$ cat config.mk
export PLATFORM = sky130hd
export DESIGN_NAME = nand_host
export DESIGN_NICKNAME = d
export VERILOG_FILES = /design/src/nand_host_pkg.sv /design/src/nand_strobe_if.sv /design/src/nand_host.sv /design/src/nand_strobe_gen.sv
export VERILOG_INCLUDE_DIRS = /design/src /design/src/src
export SDC_FILE = /design/constraint.sdc
export NUM_CORES = 1
export LEC_CHECK = 0
export CORE_MARGIN = 2
export CORE_UTILIZATION = 53
export CTS_CLUSTER_SIZE = 40
export DETAILED_ROUTE_END_ITERATION = 10
export DONT_BUFFER_PORTS = 1
export PLACE_DENSITY = 0.69
export REMOVE_ABC_BUFFERS = 1
export SLEW_MARGIN = 30
export SYNTH_ARGS = -nofsm -noshare
export SYNTH_HDL_FRONTEND = slang
export SYNTH_SLANG_ARGS = --single-unit
$ cat constraint.sdc
create_clock -name i_mclk -period 4.2 [get_ports i_mclk]
set_input_delay 0.21 -clock i_mclk [delete_from_list [all_inputs] [get_ports i_mclk]]
set_output_delay 0.21 -clock i_mclk [all_outputs]
set_load 0.02 [all_outputs]
$ cat src/nand_host_cfg.svh
`ifndef NAND_HOST_CFG_SVH
`define NAND_HOST_CFG_SVH
`define CLK_PERIOD_NS 8
`define T_WP_NS 12
`define T_WH_NS 10
`define T_RP_NS 12
`define T_REH_NS 10
`define T_REA_NS 20
`define T_WB_NS 100
`define T_WHR_NS 60
`define T_RHW_NS 30
`define T_RST_MAX_US 500
`define T_R_MULTI_US 420
`define T_PROG_US 700
`define NS_PER_US 1000
`define CMD_ECC_STATUS 8'h7a
`define CMD_RESET 8'hff
`define ECC_SECTORS 8
`define MAX_PARTIAL_PROG 4
`endif

$ cat src/nand_host_pkg.sv
`default_nettype none
package nand_host_pkg;
    typedef enum logic [1:0] {
        OP_CMD,
        OP_ADDR,
        OP_WRITE,
        OP_READ
    } op_kind_t;
    typedef enum logic {
        HOLD_NORMAL,
        HOLD_EXTENDED
    } hold_mode_t;
endpackage : nand_host_pkg
`default_nettype wire

$ cat src/nand_strobe_if.sv
`default_nettype none
interface nand_strobe_if;
    logic start;
    logic is_read;
    logic [7:0] cnt_lo;
    logic [7:0] cnt_hi;
    logic busy;
    logic phase_hi;
    logic done;
    modport ctl(output start, output is_read, output cnt_lo, output cnt_hi, input busy, input phase_hi, input done);
    modport gen(input start, input is_read, input cnt_lo, input cnt_hi, output busy, output phase_hi, output done);
endinterface : nand_strobe_if
`default_nettype wire

$ cat src/nand_host.sv
`default_nettype none
`include "nand_host_cfg.svh"
module nand_host
    import nand_host_pkg::*;
#(
    parameter int RST_WAIT_CYC = ((`T_RST_MAX_US * `NS_PER_US) + `CLK_PERIOD_NS - 1) / `CLK_PERIOD_NS,
    parameter int BUSY_TIMEOUT_CYC = (`T_R_MULTI_US * `NS_PER_US) / `CLK_PERIOD_NS * 2
) (
    input wire logic i_mclk,
    input wire logic i_rst,
    input wire logic i_op_valid,
    input wire op_kind_t i_op_kind,
    input wire logic [7:0] i_op_data,
    input wire logic i_op_last,
    input wire logic i_op_expect_busy,
    input wire logic i_op_release,
    input wire logic i_wp_enable,
    input wire logic [7:0] i_io_in,
    input wire logic i_ready_busy_n,
    output logic o_op_ready,
    output logic o_rd_valid,
    output logic [7:0] o_rd_data,
    output logic o_timeout,
    output logic o_cs_n,
    output logic o_cle,
    output logic o_ale,
    output logic o_write_strobe_n,
    output logic o_read_strobe_n,
    output logic o_write_protect_n,
    output logic [7:0] o_io_out,
    output logic o_io_oe
);
    localparam int WP_CYC = (`T_WP_NS + `CLK_PERIOD_NS - 1) / `CLK_PERIOD_NS;
    localparam int WH_CYC = (`T_WH_NS + `CLK_PERIOD_NS - 1) / `CLK_PERIOD_NS + 1;
    localparam int RP_CYC = (`T_REA_NS + `CLK_PERIOD_NS - 1) / `CLK_PERIOD_NS + 1;
    localparam int REH_CYC = (`T_RHW_NS + `CLK_PERIOD_NS - 1) / `CLK_PERIOD_NS;
    localparam int WB_CYC = (`T_WB_NS + `CLK_PERIOD_NS - 1) / `CLK_PERIOD_NS + 1;
    localparam int WHR_CYC = (`T_WHR_NS + `CLK_PERIOD_NS - 1) / `CLK_PERIOD_NS;
    if (RST_WAIT_CYC < 1 || BUSY_TIMEOUT_CYC < WB_CYC + 1 || WHR_CYC > 255) begin : g_bad_timing
        $error("nand_host: unusable timing parameters");
    end
    typedef enum logic [2:0] {
        ST_IDLE,
        ST_STROBE,
        ST_WAIT_WB,
        ST_WAIT_RDY,
        ST_GAP
    } state_t;
    state_t st_q, st_d;
    nand_strobe_if sif();
    nand_strobe_gen u_gen (
        .i_mclk(i_mclk),
        .i_rst(i_rst),
        .s(sif)
    );
    // Three-stage sampling of the open-drain ready line; only agreeing late stages count.
    logic [2:0] rb_sync_q;
    logic rb_q;
    logic [7:0] rd_sync1_q;
    logic [7:0] rd_sync2_q;
    op_kind_t kind_q;
    logic last_q, busy_exp_q;
    logic [7:0] data_q;
    logic [31:0] wait_q;
    logic [31:0] wait_d;
    logic cs_n_q, cle_q, ale_q, we_n_q, re_n_q, wp_n_q, oe_q, op_rdy_q, rdv_q, to_q;
    logic [7:0] io_q, rdd_q;
    logic ecc_pending_q;
    logic [3:0] ecc_left_q;
    wire logic rb_next = (rb_sync_q[2] == rb_sync_q[1]) ? rb_sync_q[1] : rb_q;
    wire logic accept = (st_q == ST_IDLE) && i_op_valid && op_rdy_q;
    wire logic is_rd = (i_op_kind == OP_READ);
    // The bus is not driven for a read, while the device may be driving; the bus is never turned both ways.
    wire logic drive_now = accept && !is_rd;
    wire logic ecc_cmd = accept && (i_op_kind == OP_CMD) && (i_op_data == `CMD_ECC_STATUS);
    wire logic strobe_lo = sif.busy && !sif.phase_hi;
    wire logic wait_zero = (wait_q == 32'h0);
    wire logic rst_cmd = (kind_q == OP_CMD) && (data_q == `CMD_RESET);
    wire logic rd_cap = (st_q == ST_STROBE) && (kind_q == OP_READ) && sif.phase_hi && !re_n_q;
    assign sif.start = accept;
    assign sif.is_read = is_rd;
    assign sif.cnt_lo = is_rd ? 8'(RP_CYC) : 8'(WP_CYC);
    assign sif.cnt_hi = is_rd ? 8'(REH_CYC) : ((i_op_kind == OP_CMD) ? 8'(WHR_CYC) : 8'(WH_CYC));
    always_comb begin
        st_d = st_q;
        wait_d = wait_zero ? 32'h0 : wait_q - 32'h1;
        unique case (st_q)
            ST_IDLE: if (accept) st_d = ST_STROBE;
            ST_STROBE: if (sif.done) begin
                if (busy_exp_q) begin
                    st_d = ST_WAIT_WB;
                    wait_d = 32'(WB_CYC);
                end else begin
                    st_d = ST_IDLE;
                end
            end
            ST_WAIT_WB: if (wait_zero) begin
                st_d = ST_WAIT_RDY;
                // A reset command gets its own bound, since its length depends on what it interrupts.
                wait_d = rst_cmd ? 32'(RST_WAIT_CYC) : 32'(BUSY_TIMEOUT_CYC);
            end
            // Strobes stay high while busy; the host does not poll with commands here.
            ST_WAIT_RDY: if (rb_q || wait_zero) begin
                st_d = ST_GAP;
                wait_d = 32'(WHR_CYC);
            end
            ST_GAP: if (wait_zero) st_d = ST_IDLE;
        endcase
    end
    always_ff @(posedge i_mclk) begin
        rb_sync_q <= {rb_sync_q[1:0], i_ready_busy_n};
        rd_sync1_q <= i_io_in;
        rd_sync2_q <= rd_sync1_q;
        if (i_rst) begin
            st_q <= ST_IDLE;
            rb_q <= 1'b0;
            wait_q <= 32'h0;
            kind_q <= OP_CMD;
            last_q <= 1'b1;
            busy_exp_q <= 1'b0;
            data_q <= 8'h00;
        end else begin
            st_q <= st_d;
            rb_q <= rb_next;
            wait_q <= wait_d;
            if (accept) begin
                kind_q <= i_op_kind;
                last_q <= i_op_last;
                busy_exp_q <= i_op_expect_busy;
                data_q <= i_op_data;
            end
        end
    end
    // Pin drive. Latch enables are set on accept, a cycle before the strobe falls, and dropped in the wait after the strobe or with release requests.
    always_ff @(posedge i_mclk) begin
        if (i_rst) begin
            cs_n_q <= 1'b1;
            cle_q <= 1'b0;
            ale_q <= 1'b0;
            we_n_q <= 1'b1;
            re_n_q <= 1'b1;
            oe_q <= 1'b0;
            io_q <= 8'h00;
        end else begin
            if (accept) begin
                cs_n_q <= 1'b0;
                cle_q <= (i_op_kind == OP_CMD);
                ale_q <= (i_op_kind == OP_ADDR);
                oe_q <= drive_now;
                if (drive_now) io_q <= i_op_data;
            end else if (st_q == ST_IDLE && i_op_release) begin
                // Select high only between operations; the ready line is not checked, and a timed-out wait also ends here.
                cs_n_q <= 1'b1;
                cle_q <= 1'b0;
                ale_q <= 1'b0;
                oe_q <= 1'b0;
            end else if (st_q == ST_WAIT_WB) begin
                cle_q <= 1'b0;
                ale_q <= 1'b0;
                oe_q <= 1'b0;
            end
            we_n_q <= !(strobe_lo && kind_q != OP_READ && st_q == ST_STROBE);
            // The byte is taken as the strobe rises, from a sample made after access time.
            re_n_q <= !(strobe_lo && kind_q == OP_READ && st_q == ST_STROBE);
        end
    end
    always_ff @(posedge i_mclk) begin
        if (i_rst) begin
            wp_n_q <= 1'b0;
            op_rdy_q <= 1'b0;
            rdv_q <= 1'b0;
            rdd_q <= 8'h00;
            to_q <= 1'b0;
            ecc_pending_q <= 1'b0;
            ecc_left_q <= 4'h0;
        end else begin
            // Write protect low keeps program and erase locked.
            wp_n_q <= i_wp_enable;
            op_rdy_q <= (st_d == ST_IDLE) && !accept;
            // Sampling before the strobe rises keeps the byte valid even when the device floats the bus.
            rdv_q <= rd_cap;
            if (rd_cap) begin
                rdd_q <= rd_sync2_q;
            end
            to_q <= (st_q == ST_WAIT_RDY) && wait_zero && !rb_q;
            // Count the sector entries still owed after an ECC status command.
            if (ecc_cmd) begin
                ecc_pending_q <= 1'b1;
                ecc_left_q <= 4'(`ECC_SECTORS);
            end else if (ecc_pending_q && sif.done && kind_q == OP_READ) begin
                ecc_left_q <= ecc_left_q - 4'h1;
                ecc_pending_q <= (ecc_left_q != 4'h1);
            end
        end
    end
    assign o_cs_n = cs_n_q;
    assign o_cle = cle_q;
    assign o_ale = ale_q;
    assign o_write_strobe_n = we_n_q;
    assign o_read_strobe_n = re_n_q;
    assign o_write_protect_n = wp_n_q;
    assign o_io_out = io_q;
    assign o_io_oe = oe_q;
    assign o_op_ready = op_rdy_q;
    assign o_rd_valid = rdv_q;
    assign o_rd_data = rdd_q;
    assign o_timeout = to_q;
    // Waits for ready after busy-expecting ops bound reset/read/program.
    property p_no_drive_on_read;
        @(posedge i_mclk) disable iff (i_rst) !re_n_q |-> !oe_q;
    endproperty
    a_no_drive_on_read: assert property (p_no_drive_on_read) else $error("bus driven during read");
    property p_strobes_excl;
        @(posedge i_mclk) disable iff (i_rst) !(!we_n_q && !re_n_q);
    endproperty
    a_strobes_excl: assert property (p_strobes_excl) else $error("both strobes low");
    property p_busy_strobes_high;
        @(posedge i_mclk) disable iff (i_rst) (st_q == ST_WAIT_RDY) |-> (we_n_q && re_n_q);
    endproperty
    a_busy_strobes_high: assert property (p_busy_strobes_high) else $error("strobe moved while busy");
    property p_cs_hold_busy;
        @(posedge i_mclk) disable iff (i_rst) (st_q == ST_WAIT_RDY) |-> !cs_n_q;
    endproperty
    a_cs_hold_busy: assert property (p_cs_hold_busy) else $error("select released while busy");
    property p_cle_ale_excl;
        @(posedge i_mclk) disable iff (i_rst) !(cle_q && ale_q);
    endproperty
    a_cle_ale_excl: assert property (p_cle_ale_excl) else $error("both latches high");
    property p_wp_follow;
        @(posedge i_mclk) disable iff (i_rst) !i_wp_enable |=> !wp_n_q;
    endproperty
    a_wp_follow: assert property (p_wp_follow) else $error("write protect not applied");
    property p_we_width;
        @(posedge i_mclk) disable iff (i_rst) $fell(we_n_q) |-> !we_n_q [*2];
    endproperty
    a_we_width: assert property (p_we_width) else $error("write pulse too short");
    property p_re_width;
        @(posedge i_mclk) disable iff (i_rst) $fell(re_n_q) |-> !re_n_q [*3];
    endproperty
    a_re_width: assert property (p_re_width) else $error("read pulse too short");
    property p_ecc_all_read;
        @(posedge i_mclk) disable iff (i_rst) $rose(cle_q) |-> !$past(ecc_pending_q);
    endproperty
    a_ecc_all_read: assert property (p_ecc_all_read) else $error("command before sector entries read");
    c_cmd: cover property (@(posedge i_mclk) $rose(cle_q));
    c_read: cover property (@(posedge i_mclk) $fell(re_n_q));
    c_busy: cover property (@(posedge i_mclk) st_q == ST_WAIT_RDY ##1 st_q == ST_GAP);
endmodule : nand_host
`default_nettype wire

$ cat src/nand_strobe_gen.sv
`default_nettype none
// Makes one low pulse then one high recovery phase, each at least the given number of cycles.
module nand_strobe_gen (
    input wire logic i_mclk,
    input wire logic i_rst,
    nand_strobe_if.gen s
);
    logic [7:0] cnt_q;
    logic [7:0] cnt_d;
    logic [1:0] ph_q;
    logic [1:0] ph_d;
    logic [7:0] hi_q;
    logic [7:0] hi_d;
    wire logic cnt_zero = (cnt_q == 8'h00);
    assign ph_d = (ph_q == 2'h0) ? (s.start ? 2'h1 : 2'h0) :
                  (!cnt_zero) ? ph_q : ((ph_q == 2'h1) ? 2'h2 : 2'h0);
    assign cnt_d = (ph_q == 2'h0) ? (s.start ? s.cnt_lo : 8'h00) :
                   (!cnt_zero) ? cnt_q - 8'h01 : ((ph_q == 2'h1) ? hi_q : 8'h00);
    assign hi_d = (ph_q == 2'h0 && s.start) ? s.cnt_hi : hi_q;
    assign s.busy = (ph_q != 2'h0);
    assign s.phase_hi = (ph_q == 2'h2);
    assign s.done = (ph_q == 2'h2) && cnt_zero;
    always_ff @(posedge i_mclk) begin
        if (i_rst) begin
            ph_q <= 2'h0;
            cnt_q <= 8'h00;
            hi_q <= 8'h00;
        end else begin
            ph_q <= ph_d;
            cnt_q <= cnt_d;
            hi_q <= hi_d;
        end
    end
endmodule : nand_strobe_gen
`default_nettype wire

* After elaboration in Yosys (flattened, before gate mapping)
Cells that the tools add are included.
** Cells by class
- Add/subtract/negate cells :: 2
- $mul :: 0
- Divide/modulo/power cells :: 0
- Order comparisons :: 0
- Eq/ne operators :: 12
- Shift-type cells :: 0
- Muxes and demuxes :: 32
- Bitwise operators :: 0
- Reduce and logical (&&, ||, !) cells :: 38
** Operators with widths (number)
- $mux 32 :: 5
- $pmux 32 s3 :: 1
- $logic_not 32->1 :: 1
- $sub 32x1->32 const B :: 1
- $mux 8 :: 3
- $mux 3 :: 7
- $logic_and 1x1->1 :: 18
- $mux 17 :: 1
- $pmux 3 s5 :: 1
- $eq 8x8->1 const B :: 1
- $logic_not 8->1 :: 1
- $mux 1 :: 8
- $mux 2 :: 4
- $mux 4 :: 2
- $sub 8x1->8 const B :: 1
- $logic_not 1->1 :: 7
- $eq 2x2->1 const B :: 3
- $eq 3x2->1 const B :: 2
- $logic_not 2->1 :: 3
- $logic_not 3->1 :: 2
- $reduce_bool 2->1 :: 3
- $eq 2x1->1 const B :: 2
- $eq 3x1->1 const B :: 1
- $eq 3x3->1 const B :: 1
- 5 further kinds :: 5
** Storage, ports and cells
- Register bits :: 110
- Latch bits :: 0
- Memory bits (writable) :: 0
- Bits in read-only memories :: 0
- Input bits :: 26
- Output and inout port bits :: 26
- Memories kept :: 0

* Depth between registers and ports, before layout
- Depth after elaboration :: 7
- Gate-level depth with buffers :: 10
- Gate-level depth less buffers :: 7

* By module
A second synthesis with hierarchy kept.
** Unflattened totals
- Cells, all modules :: 505
- Area total of the unflattened synthesis :: 4650.7 um^2
** Modules (own cells, without submodules)
- nand_host :: instances 1, cells an instance 391, area each 3721.1 um^2, sequential area each 1841.8 um^2
- nand_strobe_gen :: instances 1, cells an instance 114, area each 929.6 um^2, sequential area each 360.3 um^2

* Worst setup path after synthesis
Ideal clock, no wire load.
- Path kind :: register to register
- Start :: register wait_q[0]
- End :: register wait_q[2]
- Library setup time :: 75 ps
- Arrival :: 2257 ps
- Required time :: 4125 ps
- Path slack :: 1869 ps
- Stages on the path, launching flop included :: 9
- Path buffers :: 1
- Clock period less this slack :: 2331 ps
- Path through :: dfxtp_1 > inv_1 > ha_1 > or4b_1 > clkbuf_1 > nor4_4 > nand3_2 > or4_1 > a31oi_1
** On the way
- Longest elaborated chain between the ends :: 5
- Elaborated cells between the ends (all ways) :: 9
- Classes of those cells :: add/sub: 1; mux: 6; reduce/logical: 2
** Ends and longest elaborated chain
- start: declaration :: RTL line nand_host.sv:64 : logic [31:0] wait_q;
- start signal: assignment :: RTL line nand_host.sv:125 : wait_q <= wait_d;
- $sub 32x1->32 or $logic_not 32->1 (tied branches) :: RTL line nand_host.sv:86, nand_host.sv:77
- $mux 32 :: RTL line nand_host.sv:86 : wait_d = wait_zero ? 32'h0 : wait_q - 32'h1;
- $mux 32 :: RTL line nand_host.sv:90 : if (busy_exp_q) begin
- $mux 32 :: RTL line nand_host.sv:89 : ST_STROBE: if (sif.done) begin
- $pmux 32 s3 * :: RTL line nand_host.sv:87 : unique case (st_q)
Mark *: on every way between the ends. The rest lies on a longest branch, timed or not.
A chain may end at the register's enable or synchronous reset.

* Worst setup path after layout
- Start :: register wait_q[0]
- End :: register wait_q[15]
Same word-level chain as after synthesis.

==> results_dict.tcl <==
set metrics [dict create \
    io_pins 52 \
    arrival_ps 3230 \
    cts_buffers 9 \
    timing.slew.headroom_pct 45.02 \
    worst-setup-path-type "reg -> reg" \
    worstPathCellList "inv_1 > ha_1 > or4b_1 > nor4_4 > nand3_2 > nand2_1 > o22ai_1" \
    worst_setup_path_start_kind "register" \
    fin_crit_sh_pct 71.63 \
    whs_path_depth 2 \
    path_clk_slew_ps 110 \
    clkLatencyLatePin_ps 380 \
    hp-start "i_op_release" \
    utilization_pct 60.98 \
    cts_root_buffer "clkbuf_8" \
    synthFlopType "dfxtp_1" \
    endpoint "wait_q[15]$_SDFF_PP0_" \
    cts_tree "done" \
    die_h_um 92.29 \
    synth_edf_count 0 \
    slowest_delay_ps 640 \
    grt.total_usage_pct 20.71 \
    antenna_found_initial 0 \
    vias 3202 \
    chipWidth_um 92.29 \
    syn_area_um2 4131 \
    seq_area_frac_synth_pct 50.88 \
    grt_pass1_wl_mm 14.41 \
    setup_tns_ps 0 \
    rsz0062_at_grt "no" \
    top_usage_layer "met2" \
    layout.nets 499 \
    syn_to_final_growth_pct 12.87 \
    design_area_um2 4663 \
    ys_ff_latch 105 \
    synth_warnings 0 \
    path_max_fanout 21 \
    holdCritPathClass "in -> reg" \
    drv_slew 0 \
    cts_resized 0 \
    drv_cap 0 \
    ir_drop_mv 0.3459 \
    async_flop_share_pct 0 \
    startpoint "wait_q[0]$_SDFF_PP0_" \
    reg2reg_to "wait_q[15]$_SDFF_PP0_" \
    drc 0 \
    synthCells 451 \
    wire_per_inst_um 14.31 \
    grt_pass1_vias 3141 \
    antenna_cells 0 \
    grt_util_met3_pct 7.160 \
    grt_use_met1_pct 25.92 \
    worst_pin_slew_ps 813.3 \
    met2_usage_pct 34.01 \
    num_rows 32 \
    pwr_density_cell_nw_per_um2 603.3 \
    antenna_left 0 \
    status "finished, final reports clean" \
    r2r-start "wait_q[0]$_SDFF_PP0_" \
    dpl_cell_area_um2 4205 \
    end_kind "register" \
    syn_avg_cell_area_um2 9.161 \
    final_layout_size_suffix_gt1_share_pct 5.732 \
    whs_ps 42.04 \
    core-area_um2 7647 \
    drt_wl_total_mm 8.202 \
    cp.required_ps 4430 \
    p_leak_nw 1.725 \
    htreeDepth 3 \
    finalHoldViolCount 0 \
    fin_skew_ps 13.34 \
    first_iter_violations 174 \
    drt_pass1_iterations 4 \
    total_power_mw 2.813 \
    fin_crit_ps 3009 \
    final-setup-viol-count 0 \
    cts.sinks 105 \
    timing.fmax_ghz 0.3324 \
    grt_overflow 0 \
    start_util_pct 54.02 \
    rrSetupSlack_ps 1190 \
    cts_max_path_buffers 2 \
    dieArea_um2 8517 \
    avgViaCountPerCell 5.588 \
    io_buffers 0 \
    routabilityCongestion 0.8220 \
    crit_slowest_cell "nand2_1" \
    ys_types 47 \
    post-dp-hpwl_mm 5.406 \
    grt_max_degree 55 \
    postCtsSetupBuffers 0 \
    rr_worst_depth 7 \
    hold_buffers 23 \
]
[state kept, by name, summed over array words and instances (netlist names), 8 cells and up]
signal / count
data_q: 8
o_io_out: 8
u_gen.cnt_q: 8
rd_sync2_q: 8
wait_q: 32
o_rd_data: 8
rd_sync1_q: 8
[critical path, delay by kind of cell, from the launching register on]
family	cells	cell delay, ps
AOI/OAI and AO/OA	1	130
and+or+nand+nor	4	2120
adders and majority gates	1	190
buffers and inverters	1	60
DFF	1	350
[how the worst min path moves through the flow]
stage	end	slack [ps]
after floorplan	rb_sync_q[0]$_DFF_P_	240
after global placement	rd_sync1_q[3]$_DFF_P_	240
after detailed placement	rd_sync1_q[0]$_DFF_P_	240
after CTS	o_op_ready$_SDFF_PP0_	30
after global routing	o_cs_n$_SDFFE_PP1P_	40
final	o_cs_n$_SDFFE_PP1P_	40
[Yosys cell counts (7+ instances only)]
| cell | instances | share of area, % |
|---|---|---|
| inv_1 | 10 | 0.91 |
| or4_1 | 8 | 1.5 |
| clkbuf_1 | 17 | 1.5 |
| dfxtp_1 | 105 | 51 |
| or3_1 | 8 | 1.2 |
| ha_1 | 7 | 2.1 |
| mux2i_1 | 11 | 2.7 |
| nand3_1 | 7 | 0.85 |
| xor2_1 | 16 | 3.4 |
| nor3_1 | 11 | 1.3 |
| nand2_1 | 52 | 4.7 |
| o21ai_0 | 8 | 0.97 |
| nor4_1 | 16 | 2.4 |
| xnor2_1 | 16 | 3.4 |
| nor2_1 | 54 | 4.9 |
| a21oi_1 | 36 | 4.4 |
[layer usage]
metal / up-vias / part of all wire, %
met5: - / 0
met4: 0 / 1.6
met3: 12 / 7.1
met2: 80 / 46
met1: 1499 / 45
li1: 1611 / -
[stage by stage]
stage,setup slack [ps],std cells
6_report,1191,573
5_1_grt,975.9,573
4_1_cts,1212,573
3_5_place_dp,1241,534
3_3_place_gp,1219,534
2_1_floorplan,1433,430
[cell type report]
cell class                      count  area (um2)
Clock inverter                      7       93.84
Tap cell                          102       127.6
Multi-Input combinational cell    315        1923
Sequential cell                   105        2102
Fill cell                         652        2984
Timing Repair Buffer               25       255.2
Clock buffer                        9       123.9
Inverter                           10       37.54
[cell usage in the layout, fill, tap and decap left out, drive strengths merged, types with 2 or more instances in the layout]
cell type,n
nand3,8
nor3b,2
a21o,2
and2,4
o21ai,8
a32oi,2
xnor2,16
dlygate4sd3,22
buf,3
or3,8
clkbuf,9
a21oi,36
nor2b,2
o31ai,2
o41ai,2
nand2b,5
a22oi,4
xor2,16
and3,5
ha,7
nand4b,5
o221ai,2
nor3,12
nand3b,2
mux2i,11
or4,8
or4b,3
nor4,19
nand2,52
nor2,54
inv,12
nand4,6
a31oi,4
dfxtp,105
clkinv,5
[power by group]
group	switching [mW]	internal, mW	total, mW
sequential	0.128	1.13	1.26
combinational	0.539	0.381	0.919
clock	0.394	0.243	0.636
total	1.06	1.75	2.81
[kinds of logic (layout without fill, tap and decap cells)]
family,count (synthesis),in the layout,synth area share [%]
xor+xnor,32,32,6.784
compound gates,68,68,9.903
simple gates,197,197,24.71
buf+inv,31,51,2.938
mux,11,11,2.665
fa+ha+maj,7,7,2.120
flops,105,105,50.88
No activity file was read; power rests on OpenSTA's default activity.
